===== src/rtl/fbrsp_params.svh =====
`ifndef FBRSP_PARAMS_SVH
`define FBRSP_PARAMS_SVH

// Clock rate in MHz; every time-based cycle count below is derived from it.
`define FBRSP_CLK_MHZ 200

// Least-time conversion from ns to cycles, rounded up, never below one.
`define FBRSP_NS2CYC(ns) ((((ns) * `FBRSP_CLK_MHZ + 999) / 1000) < 1 ? 1 : \
    (((ns) * `FBRSP_CLK_MHZ + 999) / 1000))

// Documented times.
`define FBRSP_T_RST_BUSY_US 20
`define FBRSP_T_RST_READ_NS 500
`define FBRSP_T_RST_GAP_NS 50
`define FBRSP_T_PROT_US 100
`define FBRSP_T_UNPROT_MS 10
`define FBRSP_T_GLITCH_NS 5

// Controller timings with no documented figure.
`define FBRSP_T_RST_PULSE_NS 500
`define FBRSP_T_SETUP_NS 100
`define FBRSP_T_ACCESS_NS 120

// Derived cycle counts.
`define FBRSP_RST_BUSY_CYC `FBRSP_NS2CYC(`FBRSP_T_RST_BUSY_US * 1000)
`define FBRSP_RST_READ_CYC `FBRSP_NS2CYC(`FBRSP_T_RST_READ_NS)
`define FBRSP_RST_GAP_CYC `FBRSP_NS2CYC(`FBRSP_T_RST_GAP_NS)
`define FBRSP_PROT_CYC `FBRSP_NS2CYC(`FBRSP_T_PROT_US * 1000)
`define FBRSP_UNPROT_CYC `FBRSP_NS2CYC(`FBRSP_T_UNPROT_MS * 1000000)
`define FBRSP_GLITCH_CYC `FBRSP_NS2CYC(`FBRSP_T_GLITCH_NS)
`define FBRSP_RST_PULSE_CYC `FBRSP_NS2CYC(`FBRSP_T_RST_PULSE_NS)
`define FBRSP_SETUP_CYC `FBRSP_NS2CYC(`FBRSP_T_SETUP_NS)
`define FBRSP_ACCESS_CYC `FBRSP_NS2CYC(`FBRSP_T_ACCESS_NS)

// Synchroniser depth added to every sampled read.
`define FBRSP_SYNC_LAT 4

// Address field positions on the flash pins.
`define FBRSP_A0_POS 0
`define FBRSP_A1_POS 1
`define FBRSP_A6_POS 6
`define FBRSP_SECT_LSB 13
`define FBRSP_SECT_MSB 19

// Operation codes on the command port.
`define FBRSP_OP_RESET 3'h0
`define FBRSP_OP_PDOWN 3'h1
`define FBRSP_OP_PROT 3'h2
`define FBRSP_OP_UNPROT 3'h3
`define FBRSP_OP_VFY_PROT 3'h4
`define FBRSP_OP_VFY_UNPROT 3'h5

// Number of sectors that must be protected before an unprotect.
`define FBRSP_NUM_SECTORS 19

`endif


===== src/rtl/fbrsp_pkg.sv =====
`default_nettype none
package fbrsp_pkg;

    typedef enum logic [3:0] {
        ST_IDLE,
        ST_RST_LOW,
        ST_RST_WAIT,
        ST_RST_GAP,
        ST_PDOWN,
        ST_SETUP,
        ST_WE_LOW,
        ST_WE_HOLD,
        ST_RD,
        ST_DONE
    } fbrsp_state_t;

endpackage : fbrsp_pkg

`default_nettype wire


===== src/rtl/fbrsp_sync.sv =====
`timescale 1ns/100ps
`default_nettype none

// Three-stage synchroniser; the output follows only once stages two and three agree.
module fbrsp_sync #(
    parameter int WIDTH = 1,
    parameter logic [WIDTH-1:0] INIT = '0
) (
    // Clock and reset
    input wire logic clk,
    input wire logic rst,
    // Data
    input wire logic [WIDTH-1:0] din,
    output logic [WIDTH-1:0] dout
);

    logic [WIDTH-1:0] s1_ff;
    logic [WIDTH-1:0] s2_ff;
    logic [WIDTH-1:0] s3_ff;

    always_ff @(posedge clk or posedge rst) begin
        if (rst) begin
            s1_ff <= INIT;
            s2_ff <= INIT;
            s3_ff <= INIT;
        end else begin
            s1_ff <= din;
            s2_ff <= s1_ff;
            s3_ff <= s2_ff;
        end
    end

    always_ff @(posedge clk or posedge rst) begin
        if (rst) begin
            dout <= INIT;
        end else if (s2_ff == s3_ff) begin
            dout <= s3_ff;
        end
    end

endmodule : fbrsp_sync

`default_nettype wire


===== src/rtl/fbrsp_host.sv =====
`timescale 1ns/100ps
`default_nettype none
`include "fbrsp_params.svh"

// Contract
// - Reset in busy: watch ready or 20us.
// - Wait 50ns after reset before reading.
// - Treat interrupted locations as corrupt afterwards.
// - Protect entry pin levels, sector selected.
// - Protect write pulse low 100us.
// - Protect every sector before unprotecting; the code counts NUM_SECTORS protect commands, not distinct sectors.
// - Unprotect pin levels, 10ms write pulse.
module fbrsp_host #(
    parameter int PROT_PULSE_CYC = `FBRSP_PROT_CYC,
    parameter int UNPROT_PULSE_CYC = `FBRSP_UNPROT_CYC,
    parameter int NUM_SECTORS = `FBRSP_NUM_SECTORS
) (
    // Clock and reset
    input wire logic CLK,
    input wire logic RST,
    // User command port
    input wire logic CMD_VALID,
    input wire logic [2:0] CMD_OP,
    input wire logic [6:0] CMD_SECTOR,
    output logic CMD_READY,
    input wire logic TEMP_UNPROT,
    // User result port
    output logic DONE,
    output logic REFUSED,
    output logic CORRUPT,
    output logic RESULT_PROT,
    output logic [7:0] RESULT_DATA,
    output logic DEV_READY,
    output logic POWER_DOWN,
    // Flash pins
    output logic [19:0] F_ADDR,
    input wire logic [7:0] F_DQ_I,
    output logic [7:0] F_DQ_O,
    output logic F_DQ_OE,
    output logic F_CE_N,
    output logic F_OE_N,
    output logic F_WE_N,
    output logic F_RESET_N,
    input wire logic F_READY_BUSY_N,
    // High-voltage qualifiers
    output logic F_ID_HV,
    output logic F_OE_HV,
    output logic F_RESET_HV
);

    localparam int TMR_W = 24;

    // Pulses must outlast the glitch filter and fit the timer.
    if (PROT_PULSE_CYC <= `FBRSP_GLITCH_CYC || PROT_PULSE_CYC >= (1 << TMR_W)) begin : g_chk_p
        $error("fbrsp_host: PROT_PULSE_CYC out of range");
    end
    if (UNPROT_PULSE_CYC <= `FBRSP_GLITCH_CYC || UNPROT_PULSE_CYC >= (1 << TMR_W)) begin : g_chk_u
        $error("fbrsp_host: UNPROT_PULSE_CYC out of range");
    end
    if (NUM_SECTORS < 1 || NUM_SECTORS > 255) begin : g_chk_n
        $error("fbrsp_host: NUM_SECTORS out of range");
    end

    function automatic logic [TMR_W-1:0] cyc(input int n);
        cyc = TMR_W'(n - 1);
    endfunction : cyc
    function automatic logic is_write_op(input logic [2:0] op);
        is_write_op = (op == `FBRSP_OP_PROT) || (op == `FBRSP_OP_UNPROT);
    endfunction : is_write_op

    fbrsp_pkg::fbrsp_state_t state_ff;
    fbrsp_pkg::fbrsp_state_t nxt_state;
    logic [TMR_W-1:0] tmr_ff;
    logic [TMR_W-1:0] nxt_tmr;
    logic [2:0] op_ff;
    logic [6:0] sect_ff;
    logic was_busy_ff;
    logic [7:0] prot_cnt_ff;
    logic ready_s;
    logic [7:0] dq_s;
    logic accept;
    logic refuse;
    logic tmr_zero;
    logic pin_act;
    logic [19:0] pin_addr;

    // The ready line is wired-OR low across devices, so it is only ever sampled here.
    fbrsp_sync #(.WIDTH(1), .INIT(1'b1)) u_sync_rdy (
        .clk(CLK),
        .rst(RST),
        .din(F_READY_BUSY_N),
        .dout(ready_s)
    );

    fbrsp_sync #(.WIDTH(8), .INIT(8'h00)) u_sync_dq (
        .clk(CLK),
        .rst(RST),
        .din(F_DQ_I),
        .dout(dq_s)
    );

    assign tmr_zero = (tmr_ff == '0);
    assign CMD_READY = (state_ff == fbrsp_pkg::ST_IDLE) || (state_ff == fbrsp_pkg::ST_PDOWN);
    assign accept = CMD_VALID && CMD_READY;
    assign pin_act = (state_ff == fbrsp_pkg::ST_SETUP) || (state_ff == fbrsp_pkg::ST_WE_LOW) ||
                     (state_ff == fbrsp_pkg::ST_WE_HOLD) || (state_ff == fbrsp_pkg::ST_RD);
    assign pin_addr = (20'(sect_ff) << `FBRSP_SECT_LSB) | (20'h00001 << `FBRSP_A1_POS) |
                      (20'((op_ff == `FBRSP_OP_UNPROT) || (op_ff == `FBRSP_OP_VFY_UNPROT))
                       << `FBRSP_A6_POS);

    // A busy device takes no protect work; unprotect also needs NUM_SECTORS completed protect commands first.
    always_comb begin
        refuse = 1'b0;
        if (state_ff == fbrsp_pkg::ST_PDOWN) begin
            refuse = (CMD_OP != `FBRSP_OP_RESET);
        end else if (CMD_OP == `FBRSP_OP_UNPROT) begin
            refuse = !ready_s || (prot_cnt_ff < 8'(NUM_SECTORS));
        end else if (CMD_OP != `FBRSP_OP_RESET && CMD_OP != `FBRSP_OP_PDOWN) begin
            refuse = !ready_s || (CMD_OP > `FBRSP_OP_VFY_UNPROT);
        end
    end

    always_comb begin
        nxt_state = state_ff;
        nxt_tmr = tmr_zero ? '0 : tmr_ff - 1'b1;
        case (state_ff)
            fbrsp_pkg::ST_IDLE, fbrsp_pkg::ST_PDOWN: begin
                if (accept && !refuse) begin
                    if (CMD_OP == `FBRSP_OP_RESET || CMD_OP == `FBRSP_OP_PDOWN) begin
                        nxt_state = fbrsp_pkg::ST_RST_LOW;
                        nxt_tmr = cyc(`FBRSP_RST_PULSE_CYC);
                    end else begin
                        nxt_state = fbrsp_pkg::ST_SETUP;
                        nxt_tmr = cyc(`FBRSP_SETUP_CYC);
                    end
                end
            end
            fbrsp_pkg::ST_RST_LOW: begin
                if (tmr_zero) begin
                    if (op_ff == `FBRSP_OP_PDOWN) begin
                        nxt_state = fbrsp_pkg::ST_PDOWN;
                    end else begin
                        nxt_state = fbrsp_pkg::ST_RST_WAIT;
                        nxt_tmr = was_busy_ff ? cyc(`FBRSP_RST_BUSY_CYC)
                                              : cyc(`FBRSP_RST_READ_CYC);
                    end
                end
            end
            fbrsp_pkg::ST_RST_WAIT: begin
                // Busy-reset ends early once the synced ready line is high, but only after more than 8 cycles in this state.
                if (tmr_zero || (was_busy_ff && ready_s &&
                                 tmr_ff < cyc(`FBRSP_RST_BUSY_CYC) - 8)) begin
                    nxt_state = fbrsp_pkg::ST_RST_GAP;
                    nxt_tmr = cyc(`FBRSP_RST_GAP_CYC);
                end
            end
            fbrsp_pkg::ST_RST_GAP: begin
                if (tmr_zero) begin
                    nxt_state = fbrsp_pkg::ST_DONE;
                end
            end
            fbrsp_pkg::ST_SETUP: begin
                if (tmr_zero) begin
                    if (is_write_op(op_ff)) begin
                        nxt_state = fbrsp_pkg::ST_WE_LOW;
                        nxt_tmr = (op_ff == `FBRSP_OP_PROT) ? cyc(PROT_PULSE_CYC)
                                                           : cyc(UNPROT_PULSE_CYC);
                    end else begin
                        nxt_state = fbrsp_pkg::ST_RD;
                        nxt_tmr = cyc(`FBRSP_ACCESS_CYC + `FBRSP_SYNC_LAT);
                    end
                end
            end
            fbrsp_pkg::ST_WE_LOW: begin
                if (tmr_zero) begin
                    nxt_state = fbrsp_pkg::ST_WE_HOLD;
                    nxt_tmr = cyc(`FBRSP_SETUP_CYC);
                end
            end
            fbrsp_pkg::ST_WE_HOLD, fbrsp_pkg::ST_RD: begin
                if (tmr_zero) begin
                    nxt_state = fbrsp_pkg::ST_DONE;
                end
            end
            fbrsp_pkg::ST_DONE: begin
                nxt_state = fbrsp_pkg::ST_IDLE;
            end
            default: begin
                nxt_state = fbrsp_pkg::ST_IDLE;
            end
        endcase
    end

    always_ff @(posedge CLK or posedge RST) begin
        if (RST) begin
            state_ff <= fbrsp_pkg::ST_IDLE;
            tmr_ff <= '0;
        end else begin
            state_ff <= nxt_state;
            tmr_ff <= nxt_tmr;
        end
    end

    always_ff @(posedge CLK or posedge RST) begin
        if (RST) begin
            op_ff <= `FBRSP_OP_RESET;
            sect_ff <= 7'h00;
            was_busy_ff <= 1'b0;
        end else if (accept && !refuse) begin
            op_ff <= CMD_OP;
            sect_ff <= CMD_SECTOR;
            was_busy_ff <= !ready_s;
        end
    end

    // Sectors start unprotected; the count is a proxy, it does not track distinct sectors.
    always_ff @(posedge CLK or posedge RST) begin
        if (RST) begin
            prot_cnt_ff <= 8'h00;
        end else if (state_ff == fbrsp_pkg::ST_DONE) begin
            if (op_ff == `FBRSP_OP_PROT && prot_cnt_ff != 8'hff) begin
                prot_cnt_ff <= prot_cnt_ff + 8'h01;
            end else if (op_ff == `FBRSP_OP_UNPROT) begin
                prot_cnt_ff <= 8'h00;
            end
        end
    end

    always_ff @(posedge CLK or posedge RST) begin
        if (RST) begin
            DONE <= 1'b0;
            REFUSED <= 1'b0;
            CORRUPT <= 1'b0;
            RESULT_PROT <= 1'b0;
            RESULT_DATA <= 8'h00;
            DEV_READY <= 1'b0;
            POWER_DOWN <= 1'b0;
        end else begin
            DONE <= (state_ff == fbrsp_pkg::ST_DONE) || (nxt_state == fbrsp_pkg::ST_PDOWN &&
                                                        state_ff == fbrsp_pkg::ST_RST_LOW);
            REFUSED <= accept && refuse;
            CORRUPT <= (state_ff == fbrsp_pkg::ST_RST_GAP) && tmr_zero && was_busy_ff;
            DEV_READY <= ready_s;
            POWER_DOWN <= (nxt_state == fbrsp_pkg::ST_PDOWN);
            if (state_ff == fbrsp_pkg::ST_RD && tmr_zero) begin
                RESULT_DATA <= dq_s;
                RESULT_PROT <= (dq_s == 8'h01);
            end
        end
    end

    // Pins are registered and each is written once per edge, so no strobe glitches in zero time.
    always_ff @(posedge CLK or posedge RST) begin
        if (RST) begin
            F_ADDR <= 20'h00000;
            F_DQ_O <= 8'h00;
            F_DQ_OE <= 1'b0;
            F_CE_N <= 1'b1;
            F_OE_N <= 1'b1;
            F_WE_N <= 1'b1;
            F_RESET_N <= 1'b1;
            F_ID_HV <= 1'b0;
            F_OE_HV <= 1'b0;
            F_RESET_HV <= 1'b0;
        end else begin
            F_ADDR <= pin_act ? pin_addr : 20'h00000;
            F_DQ_O <= 8'h00;
            F_DQ_OE <= pin_act && is_write_op(op_ff);
            F_CE_N <= !pin_act;
            F_OE_N <= (state_ff != fbrsp_pkg::ST_RD);
            F_WE_N <= (state_ff != fbrsp_pkg::ST_WE_LOW);
            F_RESET_N <= !(state_ff == fbrsp_pkg::ST_RST_LOW ||
                           state_ff == fbrsp_pkg::ST_PDOWN);
            F_ID_HV <= pin_act;
            F_OE_HV <= pin_act && is_write_op(op_ff);
            F_RESET_HV <= TEMP_UNPROT && (state_ff == fbrsp_pkg::ST_IDLE);
        end
    end

endmodule : fbrsp_host

`default_nettype wire


===== config.mk =====
export PLATFORM = sky130hd
export DESIGN_NAME = fbrsp_host
export DESIGN_NICKNAME = d
export VERILOG_FILES = /design/src/rtl/fbrsp_pkg.sv /design/src/rtl/fbrsp_sync.sv /design/src/rtl/fbrsp_host.sv
export VERILOG_INCLUDE_DIRS = /design/src /design/src/rtl
export SDC_FILE = /design/constraint.sdc
export NUM_CORES = 1
export LEC_CHECK = 0
export BUFFER_PORTS_ARGS = -buffer_cell sky130_fd_sc_hd__buf_2
export CORE_UTILIZATION = 50
export DETAILED_ROUTE_END_ITERATION = 8
export PLACE_DENSITY = 0.76
export SLEW_MARGIN = 20
export SYNTH_ARGS = -nofsm -noshare
export SYNTH_HDL_FRONTEND = slang
export SYNTH_SLANG_ARGS = --single-unit

===== constraint.sdc =====
create_clock -name CLK -period 6.88 [get_ports CLK]
set_input_delay 1.032 -clock CLK [delete_from_list [all_inputs] [get_ports CLK]]
set_output_delay 1.032 -clock CLK [all_outputs]
set_load 0.005 [all_outputs]

==> flow_results.org <==
** Worst setup path
- Startpoint class of the critical path :: register
- At the worst endpoint, the required time is between 7000 and 8000 ps.
- Along the worst path, the maximum fanout reaches 19.
- CP delay by family, top :: simple AND/OR/NAND/NOR gates
- Category of the worst setup path capture point :: register
- Origin of the critical flop-to-flop path :: tmr_ff[0]
- Setup slack on the worst reg-to-reg path comes out at ~3800 ps.
- WP data arrival :: ~3300 ps
- The critical path goes through inv_1 -> ha_1 -> or4b_4 -> or2_1 -> o41a_1 -> nand2_1 -> and3_1 -> o2111ai_1.
- The number of cells on the worst reg-to-reg path is 8.
- Together, buffers and inverters on the worst path number 1.
- Class of the most critical setup path :: register to register
- For this design, the slowest cell found on the critical path is and3_1.
- The largest single stage delay on the critical path is a little under 700 ps.
- Reg-to-Reg End :: tmr_ff[4]

** Floorplanning
- Die Ht :: 104 um
- The core region is approximately 0.0099 mm^2.
- In this run the count of I/O pins placed on the die edge is 74.
- Effective utilization at floorplan :: approximately 52%
- Die ar. :: approximately 0.011 mm^2
- Die X :: around 100 um
- Number of rows created at floorplan :: 36

** GRT
- Entering global routing, the biggest net connects between 80 and 90 pins.
- Global routing finished with a remaining overflow of 0.
- The first global-routing pass estimated around 17000 um of wire.
- Global routing consumed, over all layers together, about 20% of the routing resources.
- Number of antenna violations at the first check in global routing :: 0
- The number of global-route vias before repair came to between 3000 and 4000.

** Clock tree
- Post-cts sizing count :: 0
- In this run the number of H-tree levels came out at 3.
- Clock tree root buffer cell :: clkbuf_8
- The longest clock path from root to sink contains 2 buffers.
- TritonCTS clock tree :: built
- For this design, the sink count on the clock tree is between 100 and 150.
- Once the clock tree was built, the setup fixing pass inserted 0 buffers.
- Hold Buf Count CTS :: 0
- The clock reaches the later pin of the worst-skew pair after about 380 ps.
- Clock transition time at the flip-flop clock pins of the worst setup and hold paths :: approximately 90 ps
- Counting the buffers created by CTS gives 9.

** Synth
- The Yosys step of the flow raised 0 warnings.
- The biggest area contributor in the post-synthesis netlist is dfrtp_1.
- Area of the mapped netlist :: 0.00518 mm^2
- Synthesis-stage register bit count :: 112
- Most instantiated library cell after synthesis :: dfrtp_1
- By area the synthesized netlist is led by dfrtp_1 50%, mux2_2 5.7%, dfstp_2 4.1%.
- Prevailing post-synth register cell :: dfrtp_1
- By count the netlist is led by 104 x dfrtp_1, 36 x nor2_1, 33 x nand2_1.
- Of all flip-flops after synthesis, the portion carrying an async set or reset was 100%.
- Averaged over all synthesized cells, the footprint is roughly 11 um^2.
- Share of synthesized area occupied by flip-flops and latches :: around 54%
- Distinct cell type count of the synthesized netlist :: 72
- The synthesized design contains 0 enable-type register cells.
- Fraction of post-synthesis cell area in the top cell type by area :: 50.3%
- Number of instances in the synthesized netlist :: 453

** Detailed routing
- Per-cell via count in the routed design :: ~5.5
- The first TritonRoute pass finished after 5 iterations.
- Routed WL per cell :: 15.6 um
- Routed WL :: around 10000 um
- Number of design rule violations left after detail routing :: 0
- After the first detailed-routing iteration, the DRC count stood at ~290.
- Total vias in the final route :: 3548
- Once detail routing completed, the nets flagged for antenna violations numbered 0.

** Timing
- Final total negative setup slack :: 0 ps
- Max Clock Skew :: between 5 and 6 ps
- Hold_ws :: between 300 and 400 ps
- Worst rel slew slack :: 36.0%
- After layout, the worst path uses between 40% and 50% of the clock period.
- Achievable frequency :: between 300 and 400 MHz
- Setup violations remaining at the end of the flow were counted as 0.
- Final hold violation count :: 0
- RSZ-0062 raised after global routing :: no
- Final Max Tran Viols :: 0
- Measured slew at the worst slew-check pin :: around 960 ps
- Final setup slack of the worst path :: about 3800 ps
- Min Tclk post-route :: between 3000 and 4000 ps

** Layout
- Area growth from synthesis to layout :: 9.45%
- Filler cells :: slightly above 800
- The number of antenna diodes in the final layout is 0.
- Non-Filler Instances :: 640
- Final design area excluding fillers :: 0.00567 mm^2
- For this run, the post-layout net count is about 530.
- Cells fill around 57% of the core in the end.
- The post-route netlist has 24.7% of its cells at a drive strength greater than 1.

** Placed design
- Routability-driven placement finished with a final weighted congestion of just over 0.9.
- Once placement completed, the tool counted placed cells totaling about 620.
- Detailed placement ended at an HPWL of 7120 um.
- Before CTS, the worst setup slack after placement is around 3700 ps.
- Buffers added on ports :: 54
- Instance area at placement :: approximately 0.0054 mm^2

** Outcome
- The flow ran to the end, and the final reports show no timing, DRC or antenna violations.

** Pwr
- VDD IR-drop max :: 0.0972 mV
- Final Total Pwr :: 1.14 mW
- Leakage component of the power :: 2.64 nW
- Power per cell area :: a little over 200 mW/mm^2

** Worst hold path
- For hold timing, the worst endpoint is u_sync_dq.s2_ff[5].
- Hold Crit Start :: u_sync_dq.s1_ff[5]
- The tightest min-delay check is of the register to register type.
- The worst hold path passes through 0 cells.

** Run
- Number of max-cap violations :: 0
-- registers in the layout, summed over array words and instances (netlist names), 3 cells and up --
| name | count |
|---|---|
| F_ADDR | 9 |
| state_ff | 4 |
| op_ff | 3 |
| RESULT_DATA | 8 |
| u_sync_dq.s1_ff | 8 |
| prot_cnt_ff | 8 |
| tmr_ff | 24 |
| sect_ff | 7 |
| u_sync_dq.dout | 8 |
| u_sync_dq.s3_ff | 8 |
| u_sync_dq.s2_ff | 8 |
-- final cells by class --
cell class                 instances  area [um^2]  area share, %
sequential                       112         2810           49.6
multi-input combinational        313         2150           37.9
timing repair buffer              55          282           4.97
tap                              133          166           2.94
clock buffer                      12          165           2.92
clock inverter                     4         48.8          0.861
inverter                          11         43.8          0.773
-- layer usage --
metal | share of wire [%] | track usage, % | vias up | routed length (um)
met2 | 47 | 30.3 | 127 | 4680
met4 | 2.4 | 8.88 | 0 | 236
met3 | 5.5 | 3.78 | 21 | 552
li1 | - | - | 1664 | -
met1 | 45 | 27.5 | 1736 | 4500
met5 | 0 | 0 | - | 0
-- logic make-up (layout without fill, tap and decap cells) --
kind of cell / Yosys count / after routing / synth area share (%)
xor gates and xnor gates: 32 / 32 / 5.41
DFF: 112 / 112 / 54.3
buffers and inverters: 46 / 82 / 5.49
adders and majority gates: 4 / 4 / 0.919
AOI/OAI and AO/OA: 72 / 72 / 9.79
other: 1 / 19 / 0.0724
and+or+nand+nor: 160 / 160 / 18.3
muxes: 26 / 26 / 5.66
-- worst register-to-register path, cell delays in order, from the launching register on --
cell and delay [ps]:
dfrtp_1 430, inv_1 80, ha_1 210, or4b_4 510
or2_1 290, o41a_1 400, nand2_1 120, and3_1 680
o2111ai_1 220
-- report_power, final --
group / switching (mW) / leakage, nW / internal, mW
logic: 0.0257 / 1.17 / 0.0173
clock network: 0.213 / 0.113 / 0.198
registers: 0.0123 / 1.36 / 0.676
total: 0.251 / 2.64 / 0.891
-- worst max-delay path by stage --
stage	to	start	depth (start not counted)	slack [ps]
2_1_floorplan	CORRUPT	RST	1	2900
3_3_place_gp	tmr_ff[4]	CMD_OP[1]	7	3800
3_5_place_dp	tmr_ff[10]	CMD_OP[1]	7	3660
4_1_cts	tmr_ff[4]	tmr_ff[0]	8	3790
5_1_grt	tmr_ff[4]	tmr_ff[0]	8	3580
6_report	tmr_ff[4]	tmr_ff[0]	8	3810
-- cells in the final DEF, fill, tap and decap left out, types with 3 or more instances in the layout --
cell type	netlist	layout
mux2_2	26	26
nor4_1	5	5
nor2_1	36	36
nor3b_1	5	5
nand2b_1	4	4
nand2_1	33	33
conb_1	1	19
dfrtp_1	104	104
xnor2_1	14	14
nand3_1	7	7
nor3_1	15	15
inv_1	11	10
buf_2	4	54
clkbuf_8	0	12
o21ai_0	20	20
or3_1	6	6
o31ai_1	4	4
nor2b_1	10	10
o211ai_1	5	5
and3_1	5	5
xor2_1	18	18
nor3_2	4	4
ha_1	3	3
a21oi_1	14	14
dfstp_2	8	8
a31oi_1	3	3
Power figures use the tool's default switching activity.
